File: config.mk
export PLATFORM = sky130hd
export DESIGN_NAME = ubce_top
export DESIGN_NICKNAME = d
export VERILOG_FILES = /design/src/hw/ubce_baud_gen.v /design/src/hw/ubce_top.v
export VERILOG_INCLUDE_DIRS = /design/src /design/src/pkg
export SDC_FILE = /design/constraint.sdc
export NUM_CORES = 1
export LEC_CHECK = 0
export CAP_MARGIN = 20
export CELL_PAD_IN_SITES_DETAIL_PLACEMENT = 1
export CELL_PAD_IN_SITES_GLOBAL_PLACEMENT = 2
export CORE_ASPECT_RATIO = 0.5
export CORE_MARGIN = 5
export CORE_UTILIZATION = 35
export DETAILED_ROUTE_END_ITERATION = 16
export DONT_BUFFER_PORTS = 1
export PLACE_DENSITY_LB_ADDON = 0.25
export SLEW_MARGIN = 20
export SYNTH_ARGS = -nofsm -noshare
export SYNTH_HDL_FRONTEND = slang
export SYNTH_SLANG_ARGS = --single-unit
File: constraint.sdc
create_clock -name i_ref_clk -period 3.4 [get_ports i_ref_clk]
set_input_delay 0.34 -clock i_ref_clk [delete_from_list [all_inputs] [get_ports i_ref_clk]]
set_output_delay 0.34 -clock i_ref_clk [all_outputs]
set_load 0.03 [all_outputs]
File: src/pkg/ubce_defines.vh
// Purpose: Offsets, field positions, reset values and counts for the baud and character engine
// Assumes: 32-bit register words, byte addresses
// Notes: Included by both design files
`ifndef UBCE_DEFINES_VH
`define UBCE_DEFINES_VH

// ----------------------------------------------------------------
// Register offsets
// ----------------------------------------------------------------
`define UBCE_CTRL_OFS 8'h00
`define UBCE_MODE_OFS 8'h04
`define UBCE_THR_OFS 8'h1C
`define UBCE_BRGR_OFS 8'h20
`define UBCE_FIDI_OFS 8'h40
`define UBCE_CSR_OFS 8'h14
`define UBCE_RHR_OFS 8'h18

// ----------------------------------------------------------------
// Control command bits
// ----------------------------------------------------------------
`define UBCE_CR_RST_RX 2
`define UBCE_CR_RST_TX 3
`define UBCE_CR_RX_EN 4
`define UBCE_CR_RX_DIS 5
`define UBCE_CR_TX_EN 6
`define UBCE_CR_TX_DIS 7

// ----------------------------------------------------------------
// Mode field positions
// ----------------------------------------------------------------
`define UBCE_MR_SPI_LO 0
`define UBCE_MR_SRC_LO 4
`define UBCE_MR_LEN_LO 6
`define UBCE_MR_SYNC 8
`define UBCE_MR_PAR_LO 9
`define UBCE_MR_STOP_LO 12
`define UBCE_MR_MSB 16
`define UBCE_MR_NINE 17
`define UBCE_MR_CKO 18
`define UBCE_MR_OVER 19
`define UBCE_MR_ISO 20

// ----------------------------------------------------------------
// Status bits, reset values, counts
// ----------------------------------------------------------------
`define UBCE_SR_RXRDY 0
`define UBCE_SR_HOLD 1
`define UBCE_SR_DONE 9
`define UBCE_FIDI_RST 11'h174
`define UBCE_PRESCALE 4'h8
`define UBCE_SYNC_MASTER_MIN 16'h0003
`define UBCE_SPI_MASTER_MIN 16'h0006
`define UBCE_START_16 4'h7
`define UBCE_START_8 4'h3

`endif

File: src/hw/ubce_baud_gen.v
// Purpose: Baud rate generator with clock divisor and card ratio divider
// Assumes: One clock domain, external clock already synchronised
// Notes: Emits one-cycle ticks rather than real clocks
`timescale 1ns/1ps
`include "ubce_defines.vh"

module ubce_baud_gen (
  // Clock and reset
  input wire i_ref_clk,
  input wire i_rst,
  // Configuration
  input wire [1:0] i_src_sel,
  input wire [15:0] i_clock_divisor,
  input wire [10:0] i_card_ratio,
  input wire i_sync_mode,
  input wire i_iso_mode,
  input wire i_spi_mode,
  input wire i_cko,
  input wire i_over,
  // Synchronised serial clock pin level
  input wire i_sck_in,
  // Ticks
  output reg o_sample_tick,
  output reg o_bit_rise,
  output reg o_bit_fall,
  output reg o_sck_level
);

  reg [3:0] pre_cnt;
  reg sck_prev;
  reg [15:0] div_cnt;
  reg half_phase;
  reg [10:0] card_cnt;
  reg [3:0] ovs_cnt;
  reg src_tick;
  reg div_tick;
  reg div_rise;
  reg [15:0] eff_div;

  // ----------------------------------------------------------------
  // Source select: master clock, prescaled, or external pin edges
  // ----------------------------------------------------------------
  always @* begin
    case (i_src_sel)
      2'h0: src_tick = 1'b1;
      2'h1: src_tick = (pre_cnt == (`UBCE_PRESCALE - 4'h1));
      default: src_tick = i_sck_in & ~sck_prev;
    endcase
  end

  // Master-mode limit so the receive side can keep up
  always @* begin
    eff_div = i_clock_divisor;
    if (i_sync_mode && i_cko && !i_src_sel[1] && i_clock_divisor != 16'h0000) begin
      if (i_spi_mode && i_clock_divisor < `UBCE_SPI_MASTER_MIN)
        eff_div = `UBCE_SPI_MASTER_MIN;
      else if (!i_spi_mode && i_clock_divisor < `UBCE_SYNC_MASTER_MIN)
        eff_div = `UBCE_SYNC_MASTER_MIN;
    end
  end

  // Integer divider on the source tick; odd divisors on master clock give one more high cycle than low
  always @(posedge i_ref_clk) begin
    if (i_rst) begin
      pre_cnt <= 4'h0;
      sck_prev <= 1'b0;
      div_cnt <= 16'h0000;
      half_phase <= 1'b0;
      div_tick <= 1'b0;
      div_rise <= 1'b0;
    end else begin
      sck_prev <= i_sck_in;
      pre_cnt <= (pre_cnt == (`UBCE_PRESCALE - 4'h1)) ? 4'h0 : pre_cnt + 4'h1;
      div_tick <= 1'b0;
      div_rise <= 1'b0;
      if (eff_div == 16'h0000) begin
        div_cnt <= 16'h0000;
        half_phase <= 1'b0;
      end else if (src_tick) begin
        if (div_cnt + 16'h0001 >= eff_div) begin
          div_cnt <= 16'h0000;
          div_tick <= 1'b1;
          div_rise <= 1'b1;
          half_phase <= 1'b1;
        end else begin
          div_cnt <= div_cnt + 16'h0001;
          // Half point: (div+1)/2 for master clock, so odd divisors stay high one cycle longer than low
          if (div_cnt + 16'h0001 == ((i_src_sel == 2'h0) ?
              ((eff_div + 16'h0001) >> 1) : (eff_div >> 1)))
            half_phase <= 1'b0;
        end
      end
    end
  end

  // ----------------------------------------------------------------
  // Output ticks by mode
  // ----------------------------------------------------------------
  always @(posedge i_ref_clk) begin
    if (i_rst) begin
      card_cnt <= 11'h000;
      ovs_cnt <= 4'h0;
      o_sample_tick <= 1'b0;
      o_bit_rise <= 1'b0;
      o_bit_fall <= 1'b0;
      o_sck_level <= 1'b0;
    end else begin
      o_sample_tick <= 1'b0;
      o_bit_rise <= 1'b0;
      o_bit_fall <= 1'b0;
      o_sck_level <= half_phase;
      if (i_sync_mode && i_src_sel == 2'h3) begin
        // Bit clock straight from the pin, divisor ignored
        o_bit_rise <= i_sck_in & ~sck_prev;
        o_bit_fall <= ~i_sck_in & sck_prev;
        o_sck_level <= i_sck_in;
      end else if (i_iso_mode) begin
        if (div_tick) begin
          if (card_cnt + 11'h001 >= i_card_ratio) begin
            card_cnt <= 11'h000;
            o_bit_fall <= 1'b1;
          end else begin
            card_cnt <= card_cnt + 11'h001;
            if (card_cnt + 11'h001 == (i_card_ratio >> 1))
              o_bit_rise <= 1'b1;
          end
        end
      end else if (i_sync_mode) begin
        o_bit_rise <= div_rise;
        o_bit_fall <= half_phase & (eff_div == 16'h0001 ? div_tick :
          (src_tick && div_cnt + 16'h0001 == ((i_src_sel == 2'h0) ?
          ((eff_div + 16'h0001) >> 1) : (eff_div >> 1))));
      end else if (div_tick) begin
        o_sample_tick <= 1'b1;
        ovs_cnt <= ovs_cnt + 4'h1;
        if (ovs_cnt == (i_over ? 4'h7 : 4'hF)) begin
          ovs_cnt <= 4'h0;
          o_bit_fall <= 1'b1;
        end
      end
    end
  end

endmodule

File: src/hw/ubce_top.v
// Purpose: Baud generation, transmitter and asynchronous receiver of a serial channel
// Assumes: Plain register port, read data one cycle after the read strobe
// Notes: Parity checking, timeguard and fractional divisor are not handled here
// What this block does
// - Synchronous baud clock is source divided by clock divisor, no oversampling.
// - Synchronous with source select 3 takes bit clock straight from pin.
// - Master synchronous clock limited to master clock over 3, SPI over 6.
// - Undivided master clock source gives 50:50 duty for even divisors; odd ones run one cycle longer high.
// - Card mode drives divided clock on serial clock pin when enabled.
// - Card bit time is card clock divided by card ratio, up to 2047.
// - Card ratio field resets to 0x174, 372 decimal.
// - Receiver and transmitter disabled after reset until enabled; config writable.
// - Soft resets stop communication at once, clear flags, keep configuration.
// - Receiver disable during a character waits for that character's end.
// - Transmitter disable waits for shifter and holding register to drain.
// - Transmit start, up to nine data, optional parity, stop bits on falling edges.
// - Length from length field, nine-bit select forces nine bits.
// - Bit order select 1 sends MSB first, 0 LSB first.
// - Stop count follows stop field; the 1.5 setting sends two stop bits, as no bit rise comes in asynchronous mode.
// - Finished character loads holding char into shifter, raising holding-empty flag.
// - Both flags low while disabled; writes while holding not empty dropped.
// - Asynchronous receiver oversamples at 16x, or 8x with oversampling select.
// - Start at eighth low sample at 16x, fourth at 8x, then per period.
// - Receiver waits one stop bit without checking its level, then hunts for next start at once.
// - Divisor 0 stops the baud generator; divisor 1 bypasses it.
// - Asynchronous divided clock samples receiver, then divided by 16 or 8.
//
// The register offsets and strobed register access were left to the implementer.
`timescale 1ns/1ps
`include "ubce_defines.vh"

module ubce_top (
  // Clock and reset
  input wire i_ref_clk,
  input wire i_rst,
  // Register port
  input wire [7:0] i_addr,
  input wire [31:0] i_wdata,
  input wire i_wr,
  input wire i_rd,
  output reg [31:0] o_rdata,
  // Serial pins
  input wire i_rxd,
  output reg o_txd,
  input wire i_sck,
  output reg o_sck,
  output reg o_sck_oe
);

  // ----------------------------------------------------------------
  // Registers and state
  // ----------------------------------------------------------------
  localparam TX_IDLE = 5'b00001;
  localparam TX_START = 5'b00010;
  localparam TX_DATA = 5'b00100;
  localparam TX_PAR = 5'b01000;
  localparam TX_STOP = 5'b10000;
  localparam RX_HUNT = 4'b0001;
  localparam RX_DATA = 4'b0010;
  localparam RX_PAR = 4'b0100;
  localparam RX_STOP = 4'b1000;

  reg [31:0] mode_register;
  reg [15:0] clock_divisor;
  reg [10:0] card_sampling_ratio;
  reg rx_sync1, rx_sync2, sck_sync1, sck_sync2;
  reg tx_on, rx_on, tx_dis_pend, rx_dis_pend;
  reg [8:0] hold_data;
  reg hold_full;
  reg [8:0] shift;
  reg [4:0] tx_state;
  reg [3:0] tx_cnt;
  reg tx_par;
  reg [1:0] stop_half;
  reg [3:0] rx_state;
  reg [3:0] rx_cnt;
  reg [3:0] rx_ovs;
  reg [8:0] rx_shift;
  reg [8:0] rx_data;
  reg rx_ready;
  wire sample_tick, bit_rise, bit_fall, sck_level;
  wire [3:0] char_len;
  wire [2:0] par_kind;
  wire [1:0] stop_cnt;
  wire async_mode;
  wire wr_ctrl;
  wire tx_busy;

  assign char_len = mode_register[`UBCE_MR_NINE] ? 4'h9 :
    (4'h5 + {2'b00, mode_register[`UBCE_MR_LEN_LO +: 2]});
  assign par_kind = mode_register[`UBCE_MR_PAR_LO +: 3];
  assign stop_cnt = mode_register[`UBCE_MR_STOP_LO +: 2];
  assign async_mode = ~mode_register[`UBCE_MR_SYNC] & ~mode_register[`UBCE_MR_ISO];
  assign wr_ctrl = i_wr && (i_addr == `UBCE_CTRL_OFS);
  assign tx_busy = (tx_state != TX_IDLE);

  // Two-flop synchronisers for pin inputs
  always @(posedge i_ref_clk) begin
    if (i_rst) begin
      rx_sync1 <= 1'b1;
      rx_sync2 <= 1'b1;
      sck_sync1 <= 1'b0;
      sck_sync2 <= 1'b0;
    end else begin
      rx_sync1 <= i_rxd;
      rx_sync2 <= rx_sync1;
      sck_sync1 <= i_sck;
      sck_sync2 <= sck_sync1;
    end
  end

  ubce_baud_gen u_baud (
    .i_ref_clk(i_ref_clk),
    .i_rst(i_rst),
    .i_src_sel(mode_register[`UBCE_MR_SRC_LO +: 2]),
    .i_clock_divisor(clock_divisor),
    .i_card_ratio(card_sampling_ratio),
    .i_sync_mode(mode_register[`UBCE_MR_SYNC]),
    .i_iso_mode(mode_register[`UBCE_MR_ISO]),
    .i_spi_mode(mode_register[`UBCE_MR_SPI_LO]),
    .i_cko(mode_register[`UBCE_MR_CKO]),
    .i_over(mode_register[`UBCE_MR_OVER]),
    .i_sck_in(sck_sync2),
    .o_sample_tick(sample_tick),
    .o_bit_rise(bit_rise),
    .o_bit_fall(bit_fall),
    .o_sck_level(sck_level)
  );

  // ----------------------------------------------------------------
  // Configuration registers, writable while channel disabled
  // ----------------------------------------------------------------
  always @(posedge i_ref_clk) begin
    if (i_rst) begin
      mode_register <= 32'h00000000;
      clock_divisor <= 16'h0000;
      card_sampling_ratio <= `UBCE_FIDI_RST;
    end else if (i_wr) begin
      if (i_addr == `UBCE_MODE_OFS)
        mode_register <= i_wdata;
      if (i_addr == `UBCE_BRGR_OFS)
        clock_divisor <= i_wdata[15:0];
      if (i_addr == `UBCE_FIDI_OFS)
        card_sampling_ratio <= i_wdata[10:0];
    end
  end

  // Serial clock pin drive, card clock or master bit clock
  always @(posedge i_ref_clk) begin
    if (i_rst) begin
      o_sck <= 1'b0;
      o_sck_oe <= 1'b0;
    end else begin
      o_sck <= sck_level;
      o_sck_oe <= mode_register[`UBCE_MR_CKO] & (mode_register[`UBCE_MR_SRC_LO +: 2] != 2'h3);
    end
  end

  // ----------------------------------------------------------------
  // Transmitter
  // ----------------------------------------------------------------
  // Enable, disable and soft reset; disable deferred until fully drained
  always @(posedge i_ref_clk) begin
    if (i_rst) begin
      tx_on <= 1'b0;
      tx_dis_pend <= 1'b0;
      hold_full <= 1'b0;
      hold_data <= 9'h000;
      tx_state <= TX_IDLE;
      tx_cnt <= 4'h0;
      shift <= 9'h000;
      tx_par <= 1'b0;
      stop_half <= 2'h0;
      o_txd <= 1'b1;
    end else if (wr_ctrl && i_wdata[`UBCE_CR_RST_TX]) begin
      tx_on <= 1'b0;
      tx_dis_pend <= 1'b0;
      hold_full <= 1'b0;
      tx_state <= TX_IDLE;
      o_txd <= 1'b1;
    end else begin
      if (wr_ctrl && i_wdata[`UBCE_CR_TX_EN])
        tx_on <= 1'b1;
      if (wr_ctrl && i_wdata[`UBCE_CR_TX_DIS] && tx_on)
        tx_dis_pend <= 1'b1;
      if (tx_dis_pend && !hold_full && !tx_busy) begin
        tx_on <= 1'b0;
        tx_dis_pend <= 1'b0;
      end
      // Writes while holding register full are lost
      if (i_wr && i_addr == `UBCE_THR_OFS && tx_on && !hold_full) begin
        hold_data <= i_wdata[8:0];
        hold_full <= 1'b1;
      end
      if (bit_fall) begin
        case (tx_state)
          TX_IDLE: begin
            if (hold_full) begin
              shift <= hold_data;
              hold_full <= 1'b0;
              tx_par <= (par_kind == 3'h1) ^ (^(hold_data & ~(9'h1FF << char_len)));
              tx_cnt <= 4'h0;
              o_txd <= 1'b0;
              tx_state <= TX_START;
            end
          end
          TX_START, TX_DATA: begin
            o_txd <= mode_register[`UBCE_MR_MSB] ? shift[char_len - 4'h1] : shift[0];
            shift <= mode_register[`UBCE_MR_MSB] ? (shift << 1) : (shift >> 1);
            tx_cnt <= tx_cnt + 4'h1;
            tx_state <= TX_DATA;
            if (tx_cnt + 4'h1 == char_len)
              tx_state <= (par_kind[2] && par_kind[1:0] == 2'h0) ? TX_STOP : TX_PAR;
            stop_half <= 2'h0;
          end
          TX_PAR: begin
            case (par_kind)
              3'h0, 3'h1: o_txd <= tx_par;
              3'h3: o_txd <= 1'b1;
              default: o_txd <= 1'b0;
            endcase
            tx_state <= TX_STOP;
          end
          TX_STOP: begin
            // Stop count in whole bits; the 1.5 case's bit-rise exit needs async mode, which has no bit rise, so it never fires
            o_txd <= 1'b1;
            stop_half <= stop_half + 2'h1;
            if (stop_half == 2'h0 && stop_cnt == 2'h0)
              tx_state <= TX_IDLE;
            else if (stop_half == 2'h1)
              tx_state <= TX_IDLE;
          end
          default: tx_state <= TX_IDLE;
        endcase
      end else if (bit_rise && tx_state == TX_STOP && stop_half == 2'h1 &&
                   stop_cnt == 2'h1 && async_mode) begin
        tx_state <= TX_IDLE;
      end
    end
  end

  // ----------------------------------------------------------------
  // Asynchronous receiver
  // ----------------------------------------------------------------
  always @(posedge i_ref_clk) begin
    if (i_rst) begin
      rx_on <= 1'b0;
      rx_dis_pend <= 1'b0;
      rx_state <= RX_HUNT;
      rx_cnt <= 4'h0;
      rx_ovs <= 4'h0;
      rx_shift <= 9'h000;
      rx_data <= 9'h000;
      rx_ready <= 1'b0;
    end else if (wr_ctrl && i_wdata[`UBCE_CR_RST_RX]) begin
      rx_on <= 1'b0;
      rx_dis_pend <= 1'b0;
      rx_state <= RX_HUNT;
      rx_ovs <= 4'h0;
      rx_ready <= 1'b0;
    end else begin
      if (wr_ctrl && i_wdata[`UBCE_CR_RX_EN])
        rx_on <= 1'b1;
      if (wr_ctrl && i_wdata[`UBCE_CR_RX_DIS])
        rx_dis_pend <= 1'b1;
      if (rx_dis_pend && rx_state == RX_HUNT) begin
        rx_on <= 1'b0;
        rx_dis_pend <= 1'b0;
      end
      // Reading the received character clears ready; a new char wins
      if (i_rd && i_addr == `UBCE_RHR_OFS)
        rx_ready <= 1'b0;
      if (sample_tick && rx_on) begin
        case (rx_state)
          RX_HUNT: begin
            if (rx_sync2) begin
              rx_ovs <= 4'h0;
            end else if (rx_ovs == (mode_register[`UBCE_MR_OVER] ? `UBCE_START_8 :
                         `UBCE_START_16)) begin
              rx_ovs <= 4'h0;
              rx_cnt <= 4'h0;
              rx_shift <= 9'h000;
              rx_state <= RX_DATA;
            end else begin
              rx_ovs <= rx_ovs + 4'h1;
            end
          end
          default: begin
            rx_ovs <= rx_ovs + 4'h1;
            if (rx_ovs == (mode_register[`UBCE_MR_OVER] ? 4'h7 : 4'hF)) begin
              rx_ovs <= 4'h0;
              case (rx_state)
                RX_DATA: begin
                  if (mode_register[`UBCE_MR_MSB])
                    rx_shift <= {rx_shift[7:0], rx_sync2};
                  else
                    rx_shift <= (rx_shift >> 1) | ({8'h00, rx_sync2} << (char_len - 4'h1));
                  rx_cnt <= rx_cnt + 4'h1;
                  if (rx_cnt + 4'h1 == char_len)
                    rx_state <= (par_kind[2] && par_kind[1:0] == 2'h0) ? RX_STOP : RX_PAR;
                end
                RX_PAR: rx_state <= RX_STOP;
                RX_STOP: begin
                  // Single stop bit, then straight back to hunting
                  rx_data <= rx_shift;
                  rx_ready <= 1'b1;
                  rx_state <= RX_HUNT;
                end
                default: rx_state <= RX_HUNT;
              endcase
            end
          end
        endcase
      end
    end
  end

  // ----------------------------------------------------------------
  // Read port, data one cycle after the strobe
  // ----------------------------------------------------------------
  always @(posedge i_ref_clk) begin
    if (i_rst) begin
      o_rdata <= 32'h00000000;
    end else begin
      o_rdata <= 32'h00000000;
      if (i_rd) begin
        case (i_addr)
          `UBCE_MODE_OFS: o_rdata <= mode_register;
          `UBCE_BRGR_OFS: o_rdata <= {16'h0000, clock_divisor};
          `UBCE_FIDI_OFS: o_rdata <= {21'h0, card_sampling_ratio};
          `UBCE_RHR_OFS: o_rdata <= {23'h0, rx_data};
          `UBCE_CSR_OFS: begin
            o_rdata[`UBCE_SR_RXRDY] <= rx_ready;
            o_rdata[`UBCE_SR_HOLD] <= tx_on & ~hold_full;
            o_rdata[`UBCE_SR_DONE] <= tx_on & ~hold_full & ~tx_busy;
          end
          default: o_rdata <= 32'h00000000;
        endcase
      end
    end
  end

endmodule

Word level (Yosys, flattened, before mapping)
Cells that the tools add are included.

Flip-flop bits (word level): 206. Input bits: 46. Output and inout bits: 35. Word-level logic and storage cells: 278.

Add/subtract/negate cells: 11. Magnitude comparators: 5. Equal/unequal tests: 38. Shifts and indexed selects: 2. Mux-type cells: 85. Bitwise gates (word level): 23. Reductions and logical operators: 75.

Operators with widths (number): 2-to-1 mux 4 bit (19); 2-to-1 mux 9 bit (8); case mux 22 bit (3 select lines) (1); 2-to-1 mux 16 bit (4); 2-to-1 mux 5 bit (7); adder 16 x 1 -> 16 bit, second input constant (2); 2-to-1 mux 1 bit (31); logical AND 1 bit (29); case mux 7 bit (4 select lines) (1); equality test 8 x 5 -> 1 bit, second input constant (3); adder 4 x 1 -> 4 bit, second input constant (5); case mux 5 bit (4 select lines) (1); case mux 9 bit (2 select lines) (1); equality test 16 x 1 -> 1 bit, second input constant (1); equality test 16 bit (1); equality test 4 bit (4); >= comparator 16 bit (1); logical NOT 16 bit (1); < comparator 16 x 2 -> 1 bit, second input constant (1); < comparator 16 x 3 -> 1 bit, second input constant (1); case mux 4 bit (2 select lines) (2); nonzero test 16 bit (1); 2-to-1 mux 15 bit (1); OR reduction 2 bit (7); other kinds (58) (106).

Longest topological paths before layout
Word-level depth: 14. Depth in mapped cells: 17. Mapped depth without buffers: 14.

Cells and area by module
From an unflattened synthesis, not the netlist that was laid out.

Cell total of the unflattened synthesis: 1295. Area total of the unflattened synthesis: 10797.9 µm².

Modules (own cells, without submodules): ubce_top (instances 1, cells an instance 864, area an instance 7240.7 µm², sequential area each 3283.1 µm²); ubce_baud_gen (instances 1, cells an instance 431, area an instance 3557.2 µm², sequential area each 840.8 µm²).

Worst setup path after synthesis
No wires, ideal clock.

Path kind: register -> register. Start point: register clock_divisor[6]. End point: register u_baud.half_phase. Library setup time: 115 ps. Arrival: 3655 ps. Slack: -371 ps. Cell stages (with the launch flop): 18. Path buffers: 3. Period minus slack after synthesis: 3771 ps. Cells stage by stage: dfxtp_1 clkbuf_1 nor4_1 and4_1 buf_2 a32o_1 a22o_1 ha_1 or3b_2 clkbuf_1 nor4_1 xnor2_1 xnor2_1 or4_1 nor4_1 and4_1 a21boi_1 o21ba_2.

Word-level cells in the longest chain between the ends: 10.

RTL lines: start: declaration (RTL line ubce_top.v:64) `reg [15:0] clock_divisor;`; start signal: assignment (RTL line ubce_top.v:142) `clock_divisor <= i_wdata[15:0];`; < comparator 16 x 2 -> 1 bit (no line); logical AND 1 bit (no line); 2-to-1 mux 16 bit (RTL line ubce_baud_gen.v:57) `` else if (!i_spi_mode && i_clock_divisor < `UBCE_SYNC_MASTER_MIN) ``; 2-to-1 mux 16 bit (RTL line ubce_baud_gen.v:55) `` if (i_spi_mode && i_clock_divisor < `UBCE_SPI_MASTER_MIN) ``; 2-to-1 mux 16 bit * (RTL line ubce_baud_gen.v:54) `if (i_sync_mode && i_cko && !i_src_sel[1] && i_clock_divisor != 16'h0000) begin`; adder 16 x 1 -> 16 bit (RTL line ubce_baud_gen.v:89) `((eff_div + 16'h0001) >> 1) : (eff_div >> 1)))`; 2-to-1 mux 15 bit (RTL line ubce_baud_gen.v:88) `if (div_cnt + 16'h0001 == ((i_src_sel == 2'h0) ?`; equality test 16 bit (RTL line ubce_baud_gen.v:88); nonzero test 2 bit (no line); AND reduction 2 bit (no line); end signal: assignment (RTL line ubce_baud_gen.v:78) `half_phase <= 1'b0;`; end signal: assignment (RTL line ubce_baud_gen.v:84) `half_phase <= 1'b1;`; end signal: assignment (RTL line ubce_baud_gen.v:90) `half_phase <= 1'b0;`; end: declaration (RTL line ubce_baud_gen.v:32) `reg half_phase;`.

Mark *: on every way between the ends. The rest lies on a longest branch, timed or not. A chain may end at the register's enable or synchronous reset.

Worst setup path after layout
Start point: register clock_divisor[9]. End point: register u_baud.half_phase.

The elaborated chain is that of the path after synthesis.

==> results.sh <==
export IMPL_stdcell_count=1799
export IMPL_rsz0062_at_grt="true"
export IMPL_hold_ws_ps=46.5
export IMPL_period_share_pct=101
export IMPL_grt_pass1_wl_mm=57.3
export IMPL_crit_buf_inv=1
export IMPL_failed_checks="setup timing"
export IMPL_sequentialPowerShare_pct=46.8
export IMPL_clock_path_buffers=3
export IMPL_grt_usage_pct=20.5
export IMPL_async_flop_share_pct=0
export IMPL_max_stage_delay_ps=400
export IMPL_cp_max_fo=4
export IMPL_postSynthAreaPerCell_um2=8.04
export IMPL_dr_total_vias=9870
export IMPL_start_util_pct=35.3
export IMPL_max_freq_ghz=0.291
export IMPL_synth_cell_type_count=73
export IMPL_ys_warnings_count=0
export IMPL_die_x_um=257
export IMPL_p_int_mw=4.03
export IMPL_most_common_layout_cells="dfxtp_1, nand2_1, a21oi_1, nor2_1, buf_4"
export IMPL_syn_nets=1413
export IMPL_ir_drop_mv=0.294
export IMPL_ff2ff_path_depth=15
export IMPL_area_growth_pct=20.2
export IMPL_r2r_slack_ps=-30
export IMPL_cts_made_buffers=22
export IMPL_setup_viol_count_final=1
export IMPL_cp_data_required_time_ps=3810
export IMPL_hpwl_mm=25.9
export IMPL_ys_ff_latch=206
export IMPL_dp_slack_ps=-294
export IMPL_synthDominantCellAreaShare_pct=38.8
export IMPL_min_period_ps=3430
export IMPL_cp_arrival_ps=3840
export IMPL_drt_vias_per_instance=5.49
export IMPL_power_density_nw_per_um2=406
export IMPL_gp_congestion=0.803
export IMPL_coreArea_um2=30100
export IMPL_row_count=45
export IMPL_htree_levels=1
export IMPL_io_buffers=0
export IMPL_critPathSlowestCell="or3b_4"
export IMPL_synth_area_um2=10600
export IMPL_crit_family="simple AND/OR/NAND/NOR gates"
export IMPL_grt_start_max_net_pins=130
export IMPL_leakagePower_nw=4.70
export IMPL_wl_mm=36.4
export IMPL_hold_viol=0
export IMPL_yosysTopAreaCell="dfxtp_1"
export IMPL_fin_ws_ps=-32.1
export IMPL_min_delay_path_depth=2
export IMPL_final_max_slew_viol_count=0
export IMPL_critical_path_endpoint_type="flop"
export IMPL_status="complete, but fails checks"
export IMPL_p_sw_mw=1.16
export IMPL_swShare_pct=22.3
export IMPL_drt_iter0_drc=574
export IMPL_worst_pin_slew_ps=899
export IMPL_detail_route_antenna_nets=0
export IMPL_holdPathEnd="mode_register[18]"
export IMPL_synth_edff_count=0
export IMPL_seq_area_frac_synth_pct=38.8
export IMPL_fillers=3583
export IMPL_worstSetupPathType="flop to flop"
export IMPL_max_cap_violations=0
export IMPL_clk_insertion_delay_late_ps=530
export IMPL_root_buffer="clkbuf_16"
export IMPL_synthCells=1324
export IMPL_fp_dieH_um=133
export IMPL_cts_sinks=206
export IMPL_nNetsFinal=1474
export IMPL_drt_first_pass_iters=5
export IMPL_r2r_end="u_baud.half_phase"
export IMPL_drt_wirelength_per_cell_um=20.2
export IMPL_antenna_found_initial=0
export IMPL_hold_start="i_wdata[18]"
export IMPL_critPathLaunchType="flop"
export IMPL_placed_cells=1719
export IMPL_timing_rr_start="clock_divisor[9]"
export IMPL_grt_pass1_vias=9999
export IMPL_finClkSkew_ps=23.2
export IMPL_pin_count=81
export IMPL_route_detailed_drc=0
export IMPL_cts_tree="done"
export IMPL_dieArea_um2=34200
export IMPL_maxSlewHeadroom_pct=40.0
export IMPL_fin_total_pwr_mw=5.19
export IMPL_synth_top_cells_by_area="dfxtp_1, a21oi_1, nand2_1"
export IMPL_drive_gt1_share_pct=12.2
export IMPL_hold_class="primary input to flop"
export IMPL_worstPathCellList="nor4_4 -> and4_4 -> a32o_1 -> a22o_1 -> ha_2 -> or3b_4 -> buf_6 -> or2_4 -> a311oi_2 -> a21oi_1 -> a211o_1 -> a21oi_2 -> and4_1 -> a21boi_1 -> o21ba_2"
export IMPL_grt_overflow_total=0
export IMPL_pwr_share_comb_pct=2.6
export IMPL_p_clk_share_pct=50.6
export IMPL_synthFlopType="dfxtp_1"
export IMPL_clkSlewWorstSetupHoldPaths_ps=70
export IMPL_final_common_cell="dfxtp_1"
## final cells by class
| type | instances | area [um2] | area share, % |
|---|---|---|---|
| diodes | 1 | 2.50 | 0.0196 |
| clock buffers | 25 | 592 | 4.63 |
| repair buffers | 108 | 927 | 7.25 |
| well taps | 399 | 499 | 3.90 |
| inverters | 55 | 206 | 1.61 |
| clock inverters | 13 | 183 | 1.43 |
| multi-input cells | 992 | 6250 | 48.9 |
| flip-flops and latches | 206 | 4130 | 32.3 |
## synth_stat cells, types with 14 or more instances
cell type	n
nor3_1	40
nand2_1	189
nor2_1	141
a21oi_1	150
dfxtp_1	206
nand3_1	41
a211oi_1	14
a22oi_1	17
clkbuf_1	62
nor4_1	19
inv_1	54
xnor2_1	58
nand4_1	14
nor2b_1	16
mux2i_1	27
xor2_1	18
and2_1	19
ha_1	43
o21ai_0	25
## worst register-to-register path: stages, from the launching register on
cell and delay, ps:
dfxtp_2 340, nor4_4 260, and4_4 270, a32o_1 160, a22o_1 160, ha_2 170, or3b_4 400, buf_6 150
or2_4 240, a311oi_2 210, a21oi_1 70, a211o_1 270, a21oi_2 120, and4_1 230, a21boi_1 70, o21ba_2 200
## flip-flops by register name (all words and copies together), names as in the netlist, 2 cells and up
register	cells
u_baud.ovs_cnt	4
rx_shift	9
u_baud.card_cnt	11
tx_state	5
shift	9
tx_cnt	4
rx_state	4
rx_ovs	4
stop_half	2
u_baud.div_cnt	16
u_baud.pre_cnt	4
mode_register	32
rx_cnt	4
o_rdata	32
clock_divisor	16
hold_data	9
card_sampling_ratio	11
rx_data	9
## timing repair
action                                  4_1_cts  5_1_grt
hold buffers                                 35        0
pin swaps                                    11       19
cloned                                        0        1
endpoints found under the hold margin       138        0
endpoints found under the setup margin       19       19
setup buffers                                 2        4
gates resized for setup                      14       33
## routing by layer
metal / routed length, um / part of all wire, % / vias to the layer above / track usage, %
met3: 1410 / 3.9 / 48 / 3.16
met1: 17200 / 47 / 4897 / 28.3
met2: 17000 / 47 / 160 / 34.4
met5: 0 / 0 / - / 0
li1: - / - / 4765 / -
met4: 733 / 2.0 / 0 / 4.26
## worst max path at each step
stage	start	end	slack (ps)	cells past startpoint
after floorplan	clock_divisor[12]	u_baud.half_phase	-60	17
after global routing	clock_divisor[9]	u_baud.half_phase	-170	15
final	clock_divisor[9]	u_baud.half_phase	-30	15
after CTS	clock_divisor[15]	u_baud.half_phase	-110	14
after detailed placement	clock_divisor[15]	u_baud.div_cnt[5]	-290	16
after global placement	clock_divisor[15]	u_baud.div_cnt[2]	-170	17
## power groups by stage
| stage | clock [mW] | sequential, mW | combinational (mW) |
|---|---|---|---|
| floorplan | 0 | 2.48 | 0.0580 |
| global placement | 0 | 2.48 | 0.0521 |
| detailed placement | 0 | 2.48 | 0.0538 |
| CTS | 2.70 | 2.43 | 0.131 |
| global route | 2.80 | 2.43 | 0.145 |
| finish | 2.63 | 2.43 | 0.134 |
## cells by family after synthesis
group / share of synthesized area [%]
simple gates: 25.3
compound gates: 16.6
flops: 38.8
buf+inv: 4.53
xor+xnor: 6.47
fa+ha+maj: 5.06
mux: 3.28
## stage by stage
stage / setup TNS (ps) / util, % / cell area [um2]
after global placement: -1760 / 37.8 / 11400
after global routing: -411 / 42.5 / 12800
after CTS: -113 / 41.8 / 12600
after floorplan: -61.8 / - / 10700
after detailed placement: -3370 / 37.8 / 11400
final: -32.1 / 42.5 / 12800
(Power assumes the default switching activity.)
